[src/hb_fault_pkg.sv]
package hb_fault_pkg;
  // number of half-bridges supervised
  localparam int unsigned NUM_BRIDGES = 8;
  // global fault status bit positions
  localparam int unsigned PREWARN_BIT = 1;
  localparam int unsigned THERMAL_OFF_BIT = 2;
  localparam int unsigned OV_BIT = 4;
  localparam int unsigned UV_BIT = 5;
  localparam int unsigned LOAD_ERR_BIT = 6;
  // reset values
  localparam logic [7:0] GLOBAL_STATUS_RST = 8'h00;
  localparam logic [7:0] CHAN_FLAGS_RST = 8'h00;
  // overcurrent filter time in ns and its cycle count at 100 MHz
  localparam int unsigned CLK_PERIOD_NS = 10;
  localparam int unsigned OC_FILTER_TIME_NS = 100;
  localparam int unsigned OC_FILTER_CYCLES_I =
    (OC_FILTER_TIME_NS + CLK_PERIOD_NS - 1) / CLK_PERIOD_NS;
  localparam int unsigned OC_CNT_W = 8;
  localparam logic [OC_CNT_W-1:0] OC_FILTER_CYCLES = OC_CNT_W'(OC_FILTER_CYCLES_I);
  localparam logic [OC_CNT_W-1:0] OC_CNT_RST = 8'h00;
endpackage

[src/half_bridge_fault_manager.sv]
// Summary of operation
// - fault indicator low while any fault flagged
// - overcurrent starts filter, no flags yet
// - filter expiry latches switch off, sets flag
// - latched overcurrent or open-load sets load error
// - switch stays off while overcurrent flag set
// - enable bits untouched across overcurrent event
// - prewarning latches bit 1, outputs unchanged
// - thermal shutdown latches bit 2, outputs off
// - undervoltage latches bit 5, auto recovery
// - overvoltage latches bit 4, auto recovery
// - enable low resets flags, filter counters and status, drives off
`timescale 1ns/1ns
module half_bridge_fault_manager (
  // clock, reset, clock enable
  input wire logic i_mclk,
  input wire logic i_reset,
  input wire logic i_ce,
  // device enable pin (low means sleep)
  input wire logic i_enable,
  // half-bridge enable control bits from the control registers
  input wire logic [hb_fault_pkg::NUM_BRIDGES-1:0] i_high_side_enable,
  input wire logic [hb_fault_pkg::NUM_BRIDGES-1:0] i_low_side_enable,
  // analog comparator conditions (asynchronous)
  input wire logic [hb_fault_pkg::NUM_BRIDGES-1:0] i_hs_overcurrent,
  input wire logic [hb_fault_pkg::NUM_BRIDGES-1:0] i_ls_overcurrent,
  input wire logic [hb_fault_pkg::NUM_BRIDGES-1:0] i_hs_openload,
  input wire logic [hb_fault_pkg::NUM_BRIDGES-1:0] i_ls_openload,
  input wire logic i_temp_prewarn,
  input wire logic i_temp_shutdown,
  input wire logic i_supply_undervolt,
  input wire logic i_supply_overvolt,
  // clear strobes from the serial register access, one cycle each
  input wire logic [7:0] i_global_clear,
  input wire logic [hb_fault_pkg::NUM_BRIDGES-1:0] i_hs_oc_clear,
  input wire logic [hb_fault_pkg::NUM_BRIDGES-1:0] i_ls_oc_clear,
  input wire logic [hb_fault_pkg::NUM_BRIDGES-1:0] i_hs_ol_clear,
  input wire logic [hb_fault_pkg::NUM_BRIDGES-1:0] i_ls_ol_clear,
  // status registers
  output logic [7:0] o_global_fault_status,
  output logic [hb_fault_pkg::NUM_BRIDGES-1:0] o_high_side_overcurrent_flag,
  output logic [hb_fault_pkg::NUM_BRIDGES-1:0] o_low_side_overcurrent_flag,
  output logic [hb_fault_pkg::NUM_BRIDGES-1:0] o_high_side_openload_flag,
  output logic [hb_fault_pkg::NUM_BRIDGES-1:0] o_low_side_openload_flag,
  // switch gate drive, current limit and fault pin
  output logic [hb_fault_pkg::NUM_BRIDGES-1:0] o_hs_drive,
  output logic [hb_fault_pkg::NUM_BRIDGES-1:0] o_ls_drive,
  output logic [hb_fault_pkg::NUM_BRIDGES-1:0] o_hs_current_limit,
  output logic [hb_fault_pkg::NUM_BRIDGES-1:0] o_ls_current_limit,
  output logic o_fault_indicator_low
);
  import hb_fault_pkg::*;

  localparam int unsigned N = NUM_BRIDGES;
  localparam int unsigned NA = 4 * N + 4;

  // all asynchronous conditions in one vector
  logic [NA-1:0] async_in;
  logic [NA-1:0] sync1_r;
  logic [NA-1:0] sync2_r;
  logic en_sync1_r;
  logic en_sync2_r;
  logic soft_rst;
  logic [N-1:0] hs_oc_c;
  logic [N-1:0] ls_oc_c;
  logic [N-1:0] hs_ol_c;
  logic [N-1:0] ls_ol_c;
  logic prewarn_c;
  logic thermal_c;
  logic uv_c;
  logic ov_c;
  logic [7:0] gstat_r;
  logic [7:0] gstat_nxt;
  logic [N-1:0] hs_oc_r;
  logic [N-1:0] ls_oc_r;
  logic [N-1:0] hs_ol_r;
  logic [N-1:0] ls_ol_r;
  logic [N-1:0] hs_expire;
  logic [N-1:0] ls_expire;
  logic [N-1:0] hs_filt;
  logic [N-1:0] ls_filt;
  logic global_off;

  assign async_in = {i_supply_overvolt, i_supply_undervolt, i_temp_shutdown, i_temp_prewarn,
                     i_ls_openload, i_hs_openload, i_ls_overcurrent, i_hs_overcurrent};
  assign hs_oc_c = sync2_r[N-1:0];
  assign ls_oc_c = sync2_r[2*N-1:N];
  assign hs_ol_c = sync2_r[3*N-1:2*N];
  assign ls_ol_c = sync2_r[4*N-1:3*N];
  assign prewarn_c = sync2_r[4*N];
  assign thermal_c = sync2_r[4*N+1];
  assign uv_c = sync2_r[4*N+2];
  assign ov_c = sync2_r[4*N+3];

  // two-stage synchronisers for pins and comparators
  always_ff @(posedge i_mclk or posedge i_reset) begin
    if (i_reset) begin
      sync1_r <= '0;
      sync2_r <= '0;
      en_sync1_r <= 1'b0;
      en_sync2_r <= 1'b0;
    end else if (i_ce) begin
      sync1_r <= async_in;
      sync2_r <= sync1_r;
      en_sync1_r <= i_enable;
      en_sync2_r <= en_sync1_r;
    end
  end

  assign soft_rst = ~en_sync2_r;

  // per-channel overcurrent filter and latched flags
  genvar g;
  generate
    for (g = 0; g < N; g++) begin : g_chan
      logic [OC_CNT_W-1:0] hs_cnt_r;
      logic [OC_CNT_W-1:0] ls_cnt_r;
      always_ff @(posedge i_mclk or posedge i_reset) begin
        if (i_reset) begin
          hs_cnt_r <= OC_CNT_RST;
          ls_cnt_r <= OC_CNT_RST;
        end else if (i_ce) begin
          // counter restarts whenever the condition is gone or switch latched
          if (soft_rst || !hs_oc_c[g] || hs_oc_r[g]) begin
            hs_cnt_r <= OC_CNT_RST;
          end else if (hs_cnt_r != OC_FILTER_CYCLES) begin
            hs_cnt_r <= hs_cnt_r + 1'b1;
          end
          if (soft_rst || !ls_oc_c[g] || ls_oc_r[g]) begin
            ls_cnt_r <= OC_CNT_RST;
          end else if (ls_cnt_r != OC_FILTER_CYCLES) begin
            ls_cnt_r <= ls_cnt_r + 1'b1;
          end
        end
      end
      assign hs_expire[g] = hs_oc_c[g] && !hs_oc_r[g] && (hs_cnt_r == OC_FILTER_CYCLES - 1'b1);
      assign ls_expire[g] = ls_oc_c[g] && !ls_oc_r[g] && (ls_cnt_r == OC_FILTER_CYCLES - 1'b1);
      // filtering phase: current limited, nothing flagged yet
      assign hs_filt[g] = hs_oc_c[g] && !hs_oc_r[g];
      assign ls_filt[g] = ls_oc_c[g] && !ls_oc_r[g];

      always_ff @(posedge i_mclk or posedge i_reset) begin
        if (i_reset) begin
          hs_oc_r[g] <= 1'b0;
          ls_oc_r[g] <= 1'b0;
          hs_ol_r[g] <= 1'b0;
          ls_ol_r[g] <= 1'b0;
        end else if (i_ce) begin
          if (soft_rst) begin
            hs_oc_r[g] <= 1'b0;
            ls_oc_r[g] <= 1'b0;
            hs_ol_r[g] <= 1'b0;
            ls_ol_r[g] <= 1'b0;
          end else begin
            hs_oc_r[g] <= hs_expire[g] | (hs_oc_r[g] & ~i_hs_oc_clear[g]);
            ls_oc_r[g] <= ls_expire[g] | (ls_oc_r[g] & ~i_ls_oc_clear[g]);
            // open load only counts on an activated switch
            hs_ol_r[g] <= (hs_ol_c[g] & i_high_side_enable[g])
                          | (hs_ol_r[g] & ~i_hs_ol_clear[g]);
            ls_ol_r[g] <= (ls_ol_c[g] & i_low_side_enable[g])
                          | (ls_ol_r[g] & ~i_ls_ol_clear[g]);
          end
        end
      end
    end
  endgenerate

  // global status next value, conditions re-set a cleared bit
  always_comb begin
    gstat_nxt = gstat_r & ~i_global_clear;
    if ((|hs_expire) || (|ls_expire) || (|(hs_ol_c & i_high_side_enable))
        || (|(ls_ol_c & i_low_side_enable))) begin
      gstat_nxt[LOAD_ERR_BIT] = 1'b1;
    end
    if (prewarn_c) begin
      gstat_nxt[PREWARN_BIT] = 1'b1;
    end
    if (thermal_c) begin
      gstat_nxt[THERMAL_OFF_BIT] = 1'b1;
    end
    if (uv_c) begin
      gstat_nxt[UV_BIT] = 1'b1;
    end
    if (ov_c) begin
      gstat_nxt[OV_BIT] = 1'b1;
    end
    // unused bits read zero
    gstat_nxt[0] = 1'b0;
    gstat_nxt[3] = 1'b0;
    gstat_nxt[7] = 1'b0;
  end

  // global status register
  always_ff @(posedge i_mclk or posedge i_reset) begin
    if (i_reset) begin
      gstat_r <= GLOBAL_STATUS_RST;
    end else if (i_ce) begin
      if (soft_rst) begin
        gstat_r <= GLOBAL_STATUS_RST;
      end else begin
        gstat_r <= gstat_nxt;
      end
    end
  end

  assign global_off = soft_rst | gstat_r[THERMAL_OFF_BIT] | uv_c | ov_c;

  // output stage drive, registered
  always_ff @(posedge i_mclk or posedge i_reset) begin
    if (i_reset) begin
      o_hs_drive <= CHAN_FLAGS_RST;
      o_ls_drive <= CHAN_FLAGS_RST;
      o_hs_current_limit <= CHAN_FLAGS_RST;
      o_ls_current_limit <= CHAN_FLAGS_RST;
    end else if (i_ce) begin
      o_hs_drive <= global_off ? CHAN_FLAGS_RST
                    : (i_high_side_enable & ~hs_oc_r & ~hs_expire);
      o_ls_drive <= global_off ? CHAN_FLAGS_RST
                    : (i_low_side_enable & ~ls_oc_r & ~ls_expire);
      o_hs_current_limit <= hs_filt & ~hs_expire;
      o_ls_current_limit <= ls_filt & ~ls_expire;
    end
  end

  always_ff @(posedge i_mclk or posedge i_reset) begin
    if (i_reset) begin
      o_fault_indicator_low <= 1'b1;
    end else if (i_ce) begin
      o_fault_indicator_low <= ~((|gstat_r) | (|hs_oc_r) | (|ls_oc_r) | (|hs_ol_r)
                                 | (|ls_ol_r) | prewarn_c | thermal_c | uv_c | ov_c);
    end
  end

  assign o_global_fault_status = gstat_r;
  assign o_high_side_overcurrent_flag = hs_oc_r;
  assign o_low_side_overcurrent_flag = ls_oc_r;
  assign o_high_side_openload_flag = hs_ol_r;
  assign o_low_side_openload_flag = ls_ol_r;
endmodule // half_bridge_fault_manager

[config.mk]
export PLATFORM = sky130hd
export DESIGN_NAME = half_bridge_fault_manager
export DESIGN_NICKNAME = d
export VERILOG_FILES = /design/src/hb_fault_pkg.sv /design/src/half_bridge_fault_manager.sv
export SDC_FILE = /design/constraint.sdc
export NUM_CORES = 1
export LEC_CHECK = 0
export BUFFER_PORTS_ARGS = -buffer_cell sky130_fd_sc_hd__clkbuf_2
export CAP_MARGIN = 30
export CORE_MARGIN = 2
export CORE_UTILIZATION = 53
export CTS_CLUSTER_SIZE = 14
export DETAILED_ROUTE_END_ITERATION = 10
export PLACE_DENSITY_LB_ADDON = 0.12
export SLEW_MARGIN = 30
export SYNTH_ARGS = -nofsm -noshare
export SYNTH_HDL_FRONTEND = slang
export SYNTH_SLANG_ARGS = --single-unit
[constraint.sdc]
create_clock -name i_mclk -period 11.1 [get_ports i_mclk]
set_input_delay 3.33 -clock i_mclk [delete_from_list [all_inputs] [get_ports i_mclk]]
set_output_delay 3.33 -clock i_mclk [all_outputs]
set_load 0.02 [all_outputs]
Yosys cells after proc, flatten, opt, wreduce, memory -nomap -nowiden
Index checks and enable logic that the tools add are counted.

word-level totals
  register bits = 274
  output and inout port bits = 73
  logic and storage cells = 457
  input port bits = 96

cells by class
  reduce and logical (&&, ||, !) cells = 140
  add/sub/neg operators = 16
  muxes and demuxes = 72
  equality and inequality tests = 32
  bitwise gates (word level) = 139

operators by type and width
  kind                                                                     number
  8-bit 2-to-1 mux                                                         34
  8-bit by 1-bit adder with 8-bit output, second input constant            16
  8-bit by 4-bit == test with 1-bit output, second input constant          16
  8-bit by 4-bit inequality test with 1-bit output, second input constant  16
  8-bit OR reduction                                                       9
  8-bit bitwise AND                                                        8
  1-bit bitwise AND                                                        48
  1-bit bitwise OR                                                         43
  1-bit 2-to-1 mux                                                         37
  1-bit logical OR                                                         35
  1-bit NOT                                                                34
  1-bit logical AND                                                        32
  1-bit zero test                                                          32
  8-bit NOT                                                                4
  2-bit AND reduction                                                      16
  2-bit nonzero test                                                       16
  7-bit bitwise AND                                                        1
  7-bit 2-to-1 mux                                                         1
  7-bit NOT                                                                1

Logic depth before layout (Yosys ltp)
Gate-level depths: netlist (run 1).

  word-level depth = 10
  depth in mapped cells = 8
  gate-level depth less buffers = 7

Worst setup path after synthesis (run 1)
Ideal clock, no wire load.

  kind = input port to flip-flop
  start point = input port i_ce
  end point = register sync1_r[0]
  setup time = 125 ps
  path slack = 6414 ps
  arrival time = 4561 ps
  cell stages on the path = 4
  data required time = 10975 ps
  path buffers = 3
  cell sequence = clkbuf_1 > clkbuf_1 > clkbuf_1 > mux2_2

RTL lines
  what                    RTL line                          text
  start: declaration      half_bridge_fault_manager.sv:18   input wire logic i_ce,
  end signal: assignment  half_bridge_fault_manager.sv:103  sync1_r <= async_in;
  end: declaration        half_bridge_fault_manager.sv:59   logic [NA-1:0] sync1_r;

No word-level cell between the ends.

==> summary.txt, run 1 <==
Setup path
  • Slack of the worst reg-to-reg path: 8.39 ns
  • Worst reg2reg startpoint: en_sync2_r$_DFFE_PP0P_
  • Data required time at the worst endpoint: 11.59 ns
  • Worst r2r path cells: 6
  • Capturing point of the worst reg2reg path: g_chan[2].ls_cnt_r[2]$_DFFE_PP0P_
  • WP data arrival: 5.79 ns
  • Launching element type of the critical path: primary input
  • CP Max Fanout: 49
  • Crit end category: flip-flop
  • Worst Path Class, Setup: primary input to flip-flop

Floorplan
  • Starting utilization of the core area: around 54%
  • Top-Level Pins: 169
  • FP Rows: 58
  • Height of the chip: 164 µm
  • Die area: 26800 µm²
  • Width of the die: 164 µm
  • Core area: 25100 µm²

GRT
  • Global-route total usage across every layer: around 25%
  • Number of global-route vias before repair: 10200
  • Largest net degree at the start of global routing: 153
  • Initial antenna violation count: 0
  • Grt total ovfl: 0
  • Wire length of the first global-routing pass: 53000 µm

Min path
  • Startpoint of the most critical hold path: o_ls_current_limit[3]$_DFFE_PP0P_
  • Class of the tightest hold or removal check: flip-flop to flip-flop
  • Count of cells along the worst hold path: 1
  • Worst hold endpoint: o_ls_current_limit[3]$_DFFE_PP0P_

Route
  • Drt first pass iters: 5
  • Post-route ant nets: 0
  • Average via count per standard cell: 5.79
  • Routed Wire Length: 32600 µm
  • Drt initial violations: between 600 and 700
  • Wire per inst: 18.1 µm
  • Detailed-route via count: 10400
  • Number of remaining DRC errors: 0

Synth
  • Post-synth design cell area: 13500 µm²
  • Synth unique cells: 59
  • Post-synthesis area per instance: approximately 10 µm²
  • Number of cells produced by synthesis: 1294
  • Yosys warning count: 0
  • Fraction of registers with async set/reset: 100%
  • Most frequently used flop master after synthesis: sky130_fd_sc_hd__dfrtp_1
  • Number of enable flip-flop cells after synthesis: 0
  • Register bit count reported by yosys: 272
  • Sequential fraction of the synthesis area: between 50% and 60%

Layout
  • Commonest non-fill, non-tap cell in the layout: sky130_fd_sc_hd__dfrtp_1
  • Count of placed standard cells in the final layout, fillers left out: 1801
  • Area growth from synthesis to layout: 16.2%
  • Post-layout instance area: 15700 µm²
  • Net total in the final layout: ~1600
  • Commonest cells after routing, fill and taps aside: sky130_fd_sc_hd__dfrtp_1 (271), sky130_fd_sc_hd__clkbuf_2 (161), sky130_fd_sc_hd__nand2_1 (104)
  • Diode insertion count for antenna repair: 0
  • Layout cell share with drive strength beyond 1: about 22%
  • Fill cells: 2097

Clocking
  • Insertion delay to the later sink of the worst-skew pair: roughly 0.55 ns
  • TritonCTS clock tree: yes
  • Clock Pin Slew Worst Setup and Hold Paths: 0.06 ns
  • Maximum clock path buffer count: 3
  • Post-CTS setup-driven buffer insertion count: 0
  • Clk Tree Root Cell: sky130_fd_sc_hd__clkbuf_16
  • Number of buffers inserted during clock tree synthesis: 30
  • Cts-stage hold buffer count: 0
  • Total number of clock tree sinks: 272
  • H-tree lvl count: 1
  • Cells resized by post-CTS repair: 0

Power
  • Worst vdd rail ir drop: 137 µV
  • Power per Cell Area: 158 nW/µm²
  • Post-layout total power: 0.00248 W
  • Standby leakage power: 7.08 nW

Timing
  • Headroom to the max-slew limit: around two fifths
  • Slew at the pin with the worst max-slew slack: ~0.88 ns
  • Max frequency: 189 MHz
  • Post-layout min period: 5.30 ns
  • Count of final setup violators: 0
  • Final hold violations: 0
  • Final period utilization: 47.8%
  • Setup TNS: 0 ns
  • Fin Clk Skew: 0.00957 ns
  • Slew Viols, Final: 0
  • RSZ-0062 raised after global routing: no

Place
  • Port bufs: 162
  • Number of instances in the placed design: approximately 1700
  • Final HPWL DP: between 20000 and 25000 µm
  • Placer congestion estimate: 0.841
  • Area of placed instances: 14600 µm²

Outcome
  • Status: finished, final reports clean

Flow run
  • Max-cap check violation count: 0
layer usage:
layer	wire length, µm	track usage, %	share of wire (%)
met1	15300	35.5	47
met4	644	5.58	2.0
met3	1870	4.98	5.7
met2	14900	39.0	46
met5	0	0	0
cells in the mapped netlist, types with 6 or more instances:
library cell	number	share of area (%)
sky130_fd_sc_hd__a21o_1	6	0.33
sky130_fd_sc_hd__a21oi_1	44	1.6
sky130_fd_sc_hd__a22oi_1	11	0.61
sky130_fd_sc_hd__a31oi_1	8	0.37
sky130_fd_sc_hd__a32o_1	14	1.0
sky130_fd_sc_hd__a32oi_1	10	0.65
sky130_fd_sc_hd__a41o_1	10	0.74
sky130_fd_sc_hd__and3_1	27	1.3
sky130_fd_sc_hd__buf_1	10	0.28
sky130_fd_sc_hd__clkbuf_1	31	0.86
sky130_fd_sc_hd__dfrtp_1	271	50
sky130_fd_sc_hd__ha_1	48	4.4
sky130_fd_sc_hd__inv_1	69	1.9
sky130_fd_sc_hd__mux2_2	75	6.3
sky130_fd_sc_hd__nand2_1	104	2.9
sky130_fd_sc_hd__nand2b_1	13	0.60
sky130_fd_sc_hd__nand3_1	40	1.5
sky130_fd_sc_hd__nand3b_1	12	0.67
sky130_fd_sc_hd__nand4_1	29	1.3
sky130_fd_sc_hd__nand4b_1	7	0.45
sky130_fd_sc_hd__nor2_1	74	2.1
sky130_fd_sc_hd__nor2b_1	28	1.3
sky130_fd_sc_hd__nor3_1	26	0.96
sky130_fd_sc_hd__nor4_1	18	0.83
sky130_fd_sc_hd__nor4b_1	10	0.65
sky130_fd_sc_hd__o21ai_0	101	3.7
sky130_fd_sc_hd__o2bb2ai_1	26	1.7
sky130_fd_sc_hd__o31ai_1	28	1.6
sky130_fd_sc_hd__or2_2	6	0.28
sky130_fd_sc_hd__or3_1	11	0.51
sky130_fd_sc_hd__or4b_1	6	0.44
sky130_fd_sc_hd__xnor2_1	25	1.6
sky130_fd_sc_hd__xor2_1	28	1.8
stage by stage:
stage                     hold WS [ns]  setup slack (ns)  utilization [%]
after floorplan                  0.449             0.276                -
after global placement           0.468              5.25             58.3
after detailed placement         0.470              5.23             58.3
after CTS                        0.484              5.80             62.5
after global routing             0.512              5.75             62.5
final                            0.483              5.80             62.5
sequential cells by signal (all words and copies together), names as in the netlist:
| name | cells |
|---|---|
| sync1_r | 36 |
| o_fault_indicator_low | 1 |
| g_chan.ls_cnt_r | 64 |
| sync2_r | 36 |
| o_global_fault_status | 5 |
| g_chan.hs_cnt_r | 64 |
| o_low_side_overcurrent_flag | 8 |
| o_hs_drive | 8 |
| o_ls_current_limit | 8 |
| en_sync2_r | 1 |
| en_sync1_r | 1 |
| o_low_side_openload_flag | 8 |
| o_hs_current_limit | 8 |
| o_high_side_overcurrent_flag | 8 |
| o_ls_drive | 8 |
| o_high_side_openload_flag | 8 |
cells by family after synthesis:
family / Yosys count / share of synthesized area (%)
fa+ha+maj: 48 / 4.45
buf+inv: 117 / 3.37
compound gates: 285 / 14.2
other cells: 1 / 0.0278
flops: 272 / 50.4
simple gates: 442 / 17.8
mux: 76 / 6.33
xor+xnor: 53 / 3.44
layout make-up:
| class | count | area, µm² | area share (%) |
|---|---|---|---|
| timing repair buffer | 169 | 882 | 5.62 |
| clock inverter | 14 | 190 | 1.21 |
| multi-input combinational | 907 | 6260 | 39.9 |
| clock buffer | 40 | 880 | 5.60 |
| sequential | 272 | 6810 | 43.4 |
| tap | 330 | 413 | 2.63 |
| inverter | 69 | 267 | 1.70 |
worst max path at each step:
stage / to / startpoint / slack, ns
global route: o_fault_indicator_low$_DFFE_PP1P_ / i_ce / 5.75
detailed placement: o_fault_indicator_low$_DFFE_PP1P_ / i_ce / 5.23
floorplan: en_sync1_r$_DFFE_PP0P_ / i_reset / 0.28
finish: o_fault_indicator_low$_DFFE_PP1P_ / i_ce / 5.80
global placement: o_fault_indicator_low$_DFFE_PP1P_ / i_ce / 5.25
CTS: o_fault_indicator_low$_DFFE_PP1P_ / i_ce / 5.80
worst max-delay path, cell delays in order:
cell	delay (ns)
sky130_fd_sc_hd__buf_6	0.33
sky130_fd_sc_hd__inv_2	0.30
sky130_fd_sc_hd__buf_4	0.41
sky130_fd_sc_hd__nor4_1	0.84
sky130_fd_sc_hd__nand4_1	0.22
sky130_fd_sc_hd__nor2_1	0.13
sky130_fd_sc_hd__a32o_1	0.17
report_power, final:
group          switching [W]  total, W  internal [W]  leakage (nW)
registers          0.0000629   0.00112       0.00106          3.57
logic               0.000182  0.000296      0.000114          2.99
clock network       0.000414   0.00106      0.000648         0.518
Note: power is estimated with default switching activity, not from simulation.
==> inputs of run 2 (changes only) <==
ABC_AREA = 1   (was not set)
CORE_UTILIZATION = 59   (was 53)
clock period = 5.2 ns   (was 11.1 ns; I/O delays follow)
==> run 2 against run 1 <==
Effect of this change: routed wire length is 3.1% higher; non-clock buffer count is 3 higher; core utilization is 6.7 points higher; clock power up 92%; register-to-register slack got worse by 5.5 ns; critical endpoint is now g_chan[0].hs_cnt_r[3]$_DFFE_PP0P_; design area grew 0.45%; worst hold slack got worse by 0.0098 ns; sequential share of layout area decreased by 0.19 points; sequential cell count unchanged; die area shrank 8.3%; via count increased by 14%; clock skew up 0.020 ns.
==> summary.txt, run 2 <==
Outcome
  • Status: finished, final reports clean

Clocking
  • TritonCTS clock tree: yes
  • Insertion delay to the later sink of the worst-skew pair: 0.57 ns
  • Cts-stage hold buffer count: 0
  • Maximum clock path buffer count: 3
  • Clk Tree Root Cell: sky130_fd_sc_hd__clkbuf_16
  • Number of buffers inserted during clock tree synthesis: 30
  • Cells resized by post-CTS repair: 0
  • Post-CTS setup-driven buffer insertion count: 0
  • Total number of clock tree sinks: 272
  • Clock Pin Slew Worst Setup and Hold Paths: 0.06 ns
  • H-tree lvl count: 1

Layout
  • Layout Utilization: a little under 70%
  • Biggest registers after layout: g_chan.hs_cnt_r (64), g_chan.ls_cnt_r (64)
  • Layout cell share with drive strength beyond 1: 12.8%
  • Net total in the final layout: 1997
  • Area growth from synthesis to layout: 14.6%
  • Commonest cells after routing, fill and taps aside: sky130_fd_sc_hd__nand2_1 (407), sky130_fd_sc_hd__dfrtp_1 (271), sky130_fd_sc_hd__o21ai_0 (215)
  • Commonest non-fill, non-tap cell in the layout: sky130_fd_sc_hd__nand2_1
  • Count of placed standard cells in the final layout, fillers left out: 2187

GRT
  • Grt total ovfl: 0
  • Initial antenna violation count: 2
  • Global-route total usage across every layer: 28.0%
  • Wire length of the first global-routing pass: 55300 µm
  • Number of global-route vias before repair: 11200
  • Largest net degree at the start of global routing: ~110

Setup path
  • CP Max Fanout: 84
  • Crit end category: flip-flop
  • Data required time at the worst endpoint: 5.64 ns
  • Worst-path cell with the longest stage delay: sky130_fd_sc_hd__buf_4
  • WP data arrival: 3.37 ns
  • Top Family by Delay on Critical Path: buffers and inverters
  • Longest individual stage delay on the worst path: 0.49 ns
  • Critical path buffer and inverter count: 2
  • Worst Path Class, Setup: primary input to flip-flop
  • Ordered list of cells on the worst path: buf_4 > inv_4 > a21oi_2 > nand2_1 > xor2_1 > nor2_1
  • Launching element type of the critical path: primary input

Synth
  • Post-synthesis area per instance: between 8 and 9 µm²
  • Synth unique cells: 46
  • Register bit count reported by yosys: 272
  • Most frequently used flop master after synthesis: sky130_fd_sc_hd__dfrtp_1
  • Number of enable flip-flop cells after synthesis: 0
  • Dominant cell type by area after synthesis: sky130_fd_sc_hd__dfrtp_1
  • Sequential fraction of the synthesis area: 49.5%
  • Post-synth design cell area: 13800 µm²
  • Area fraction of the dominant cell type after synthesis: 49.3%
  • Number of cells produced by synthesis: 1696
  • Top cell types by occurrence after synthesis: sky130_fd_sc_hd__nand2_1 (407), sky130_fd_sc_hd__dfrtp_1 (271), sky130_fd_sc_hd__o21ai_0 (215), sky130_fd_sc_hd__inv_1 (206), sky130_fd_sc_hd__nor2_1 (167)
  • Synth area leaders: sky130_fd_sc_hd__dfrtp_1 (49%), sky130_fd_sc_hd__nand2_1 (11%), sky130_fd_sc_hd__o21ai_0 (7.8%)
  • Yosys warning count: 0
  • Most frequently used cell type in the post-synthesis netlist: sky130_fd_sc_hd__nand2_1
  • Fraction of registers with async set/reset: 100%

Floorplan
  • Top-Level Pins: around 170
  • Starting utilization of the core area: 60.4%
  • Die area: 24600 µm²
  • Width of the die: 157 µm
  • Height of the chip: about 160 µm
  • FP Rows: between 50 and 60
  • Core area: 22800 µm²

Timing
  • Post-layout min period: 2.93 ns
  • Worst hold slack across all endpoints: 0.473 ns
  • Slew Viols, Final: 0
  • RSZ-0062 raised after global routing: no
  • Fin Clk Skew: 0.0294 ns
  • Slew at the pin with the worst max-slew slack: 0.840 ns
  • Max frequency: around 340 MHz
  • Final period utilization: between 50% and 60%
  • Setup TNS: 0 ns
  • Headroom to the max-slew limit: 44.0%
  • Count of final setup violators: 0
  • Final hold violations: 0

Route
  • Average via count per standard cell: 5.42
  • Routed Wire Length: 33600 µm
  • Drt first pass iters: 5
  • Detailed-route via count: 11800
  • Drt initial violations: 957
  • Post-route ant nets: 0
  • Number of remaining DRC errors: 0
  • Wire per inst: 15.4 µm

Min path
  • Class of the tightest hold or removal check: flip-flop to flip-flop

Power
  • Standby leakage power: 7.59 nW
  • Worst vdd rail ir drop: around 220 µV
  • Post-layout total power: 0.00493 W
  • Power per Cell Area: 313 nW/µm²

Place
  • Port bufs: 162
  • Placer congestion estimate: 0.869
  • Number of instances in the placed design: 2134
  • Final HPWL DP: 24000 µm

Flow run
  • Max-cap check violation count: 0
[run 2: worst min-delay path, delay by kind of cell, from the launching register on]
| kind | cells | cell delay [ns] |
|---|---|---|
| flip-flops | 1 | 0.34 |
| AND/OR/NAND/NOR | 2 | 0.10 |
[run 2: logic make-up (layout without fill, tap and decap cells)]
family                     count (synthesis)  count (layout)  synth area share [%]
adders and majority gates                 48              48                  4.36
DFF                                      272             272                  49.5
and+or+nand+nor                          766             766                  24.0
AOI/OAI and AO/OA                        319             319                  12.5
xor gates and xnor gates                  30              30                  1.91
buffers and inverters                    260             435                  7.67
other                                      1               4                0.0273
[run 2: area by class of cell]
| type | instances | area, µm² |
|---|---|---|
| diodes | 1 | 2.50 |
| inverters | 211 | 803 |
| fillers | 1871 | 7010 |
| clock inverters | 4 | 60.1 |
| multi-input cells | 1166 | 5900 |
| flip-flops and latches | 272 | 6810 |
| clock buffers | 48 | 888 |
| well taps | 313 | 392 |
| repair buffers | 172 | 913 |
[run 2: power breakdown]
group	internal, W	leakage, nW	switching (W)	total (W)
Combinational	0.000168	3.50	0.000388	0.000556
Clock	0.00121	0.462	0.000836	0.00204
Sequential	0.00224	3.63	0.0000932	0.00233
Total	0.00361	7.59	0.00132	0.00493
[run 2: per-layer routing]
layer | GRT usage, % | routed length [µm]
met1 | 38.7 | 15000
met2 | 45.0 | 15400
met3 | 4.93 | 2150
met4 | 9.31 | 1100
met5 | 0 | 0
[run 2: worst paths after layout]
kind / from / cells past startpoint / slack (ns) / end
max: i_ce / 6 / 2.27 / g_chan[0].hs_cnt_r[3]$_DFFE_PP0P_
min: sync1_r[7]$_DFFE_PP0P_ / 2 / 0.47 / sync1_r[7]$_DFFE_PP0P_
max reg2reg: en_sync2_r$_DFFE_PP0P_ / 7 / 2.88 / g_chan[7].ls_cnt_r[6]$_DFFE_PP0P_
min reg2reg: sync1_r[7]$_DFFE_PP0P_ / 2 / 0.47 / sync1_r[7]$_DFFE_PP0P_
max in group asynchronous: i_reset / 3 / 3.09 / o_low_side_openload_flag[5]$_DFFE_PP0P_
min in group asynchronous: i_reset / 2 / 1.06 / g_chan[7].hs_cnt_r[0]$_DFFE_PP0P_
[run 2: through the flow]
stage	setup WS, ns	cell area, µm²
2_1_floorplan	0.0454	13800
3_3_place_gp	1.75	14800
3_5_place_dp	1.72	14800
4_1_cts	2.30	15800
5_1_grt	2.09	15800
6_report	2.27	15800
==> inputs of run 3 (changes only) <==
clock period = 2.8 ns   (was 5.2 ns; I/O delays follow)
==> run 3 against run 2 <==
Effect of this change: worst hold slack lost 0.19 ns; cell count grew 0.78%; clock-buffer cell count shrank 4; sequential cell count is the same; clock skew shrank 0.017 ns; non-clock buffer count grew 17; sequential power grew 85%; design area grew 1.5%; via count grew 1.3%; power grew 88%; critical path type is now flip-flop to primary output; largest power group unchanged.
==> summary.txt, run 3 (same netlist as run 2, synthesis figures left out) <==
Route
  • Routed Wire Length: 34600 µm
  • Detailed-route via count: 12000
  • Drt first pass iters: 5
  • Drt initial violations: 1024
  • Wire per inst: 15.7 µm
  • Average via count per standard cell: ~5.4
  • Post-route ant nets: 0
  • Number of remaining DRC errors: 0

Setup path
  • Data required time at the worst endpoint: 1.96 ns
  • Worst reg2reg startpoint: en_sync2_r$_DFFE_PP0P_
  • Crit end category: primary output
  • WP data arrival: 1.33 ns
  • Ordered list of cells on the worst path: clkbuf_2
  • CP Max Fanout: 6
  • Source of the critical timing path: o_low_side_overcurrent_flag[7]$_DFFE_PP0P_
  • Top Family by Delay on Critical Path: flip-flops
  • Longest individual stage delay on the worst path: 0.54 ns
  • Worst r2r path cells: 7
  • Worst Path Class, Setup: flip-flop to primary output
  • Stages on worst setup path: 1
  • Launching element type of the critical path: flip-flop
  • Critical path buffer and inverter count: 1
  • Worst-path cell with the longest stage delay: sky130_fd_sc_hd__dfrtp_1

Timing
  • RSZ-0062 raised after global routing: no
  • Slew Viols, Final: 0
  • Final period utilization: 77.5%
  • Post-layout min period: around 2.2 ns
  • Headroom to the max-slew limit: 53.4%
  • Slew at the pin with the worst max-slew slack: ~0.69 ns
  • Count of final setup violators: 0
  • Final hold violations: 0
  • Max frequency: about 460 MHz
  • Fin Clk Skew: ~0.013 ns
  • Worst hold slack across all endpoints: 0.283 ns

Layout
  • Layout cell share with drive strength beyond 1: approximately 14%
  • Net total in the final layout: roughly 2000
  • Biggest registers after layout: g_chan.hs_cnt_r (64), g_chan.ls_cnt_r (64)
  • Commonest cells after routing, fill and taps aside: sky130_fd_sc_hd__nand2_1 (407), sky130_fd_sc_hd__dfrtp_1 (271), sky130_fd_sc_hd__o21ai_0 (215)
  • Commonest non-fill, non-tap cell in the layout: sky130_fd_sc_hd__nand2_1
  • Post-layout instance area: 16000 µm²
  • Diode insertion count for antenna repair: 0
  • Area growth from synthesis to layout: 16.4%

GRT
  • Grt total ovfl: 0
  • Wire length of the first global-routing pass: 56100 µm
  • Largest net degree at the start of global routing: 62
  • Number of global-route vias before repair: 11400
  • Initial antenna violation count: 0
  • Global-route total usage across every layer: 28.6%

Floorplan
  • Die area: between 20000 and 25000 µm²
  • Starting utilization of the core area: 60.4%
  • Width of the die: around 160 µm
  • Top-Level Pins: 169
  • Height of the chip: 157 µm
  • Core area: 22800 µm²
  • FP Rows: between 50 and 60

Power
  • Power per Cell Area: 580 nW/µm²
  • Combinational share of power: 11.8%
  • Design internal power: 0.00680 W
  • Share of power burned in the clock network: 41.6%
  • Relative contribution of sequential cells to total power: 46.6%
  • Worst vdd rail ir drop: ~470 µV
  • Net switching power: 0.00249 W
  • Switching part of the total power: a little over a quarter
  • Standby leakage power: 7.73 nW

Place
  • Placer congestion estimate: ~0.90
  • Final HPWL DP: 25400 µm
  • Port bufs: between 150 and 200
  • Area of placed instances: 15000 µm²

Clocking
  • Total number of clock tree sinks: 272
  • Cts-stage hold buffer count: 0
  • H-tree lvl count: 1
  • TritonCTS clock tree: yes
  • Maximum clock path buffer count: 3
  • Clock Pin Slew Worst Setup and Hold Paths: approximately 0.060 ns
  • Clk Tree Root Cell: sky130_fd_sc_hd__clkbuf_16
  • Insertion delay to the later sink of the worst-skew pair: 0.55 ns
  • Number of buffers inserted during clock tree synthesis: 29
  • Cells resized by post-CTS repair: 0
  • Post-CTS setup-driven buffer insertion count: 0

Outcome
  • Status: finished, final reports clean

Flow run
  • Max-cap check violation count: 0

Min path
  • Class of the tightest hold or removal check: primary input to async pin
-- run 3: worst paths after layout --
kind,endpoint,slack (ns)
worst max register to register,g_chan[5].ls_cnt_r[0]$_DFFE_PP0P_,0.90
min in group i_mclk,sync1_r[14]$_DFFE_PP0P_,0.48
max in group asynchronous,g_chan[3].ls_cnt_r[2]$_DFFE_PP0P_,1.72
worst min-delay path,g_chan[6].ls_cnt_r[0]$_DFFE_PP0P_,0.28
worst max-delay path,o_low_side_overcurrent_flag[7],0.63
worst min register to register,sync1_r[14]$_DFFE_PP0P_,0.48
-- run 3: stage by stage --
step           setup WS [ns]  util [%]  instances  power, W  setup TNS (ns)
3_3_place_gp           0.501      66.0       2151   0.00544               0
2_1_floorplan          -1.63         -       1698   0.00505         -443.66
5_1_grt                0.585      70.3       2204   0.00965               0
6_report               0.630      70.3       2204   0.00928               0
4_1_cts                0.606      70.3       2204   0.00933               0
3_5_place_dp           0.459      66.0       2151   0.00548               0
-- run 3: routing by layer --
layer | track usage, % | part of all wire, % | vias up
li1 | - | - | 5871
met1 | 39.6 | 44 | 5663
met2 | 46.5 | 46 | 405
met3 | 5.26 | 7.1 | 60
met4 | 7.99 | 2.6 | 0
met5 | 0 | 0 | -
-- run 3: layout make-up --
cell class              instances  area (µm²)
inverters                     211         803
flip-flops and latches        272        6810
clock inverters                 9        76.3
multi-input cells            1166        5900
fillers                      1820        6760
well taps                     313         392
repair buffers                189        1130
clock buffers                  44         902
-- run 3: power groups by stage --
stage | Clock, W | Combinational (W) | Sequential, W
5_1_grt | 0.00408 | 0.00123 | 0.00435
3_3_place_gp | 0 | 0.00106 | 0.00438
4_1_cts | 0.00391 | 0.00110 | 0.00432
2_1_floorplan | 0 | 0.000618 | 0.00443
3_5_place_dp | 0 | 0.00109 | 0.00439
6_report | 0.00386 | 0.00109 | 0.00432
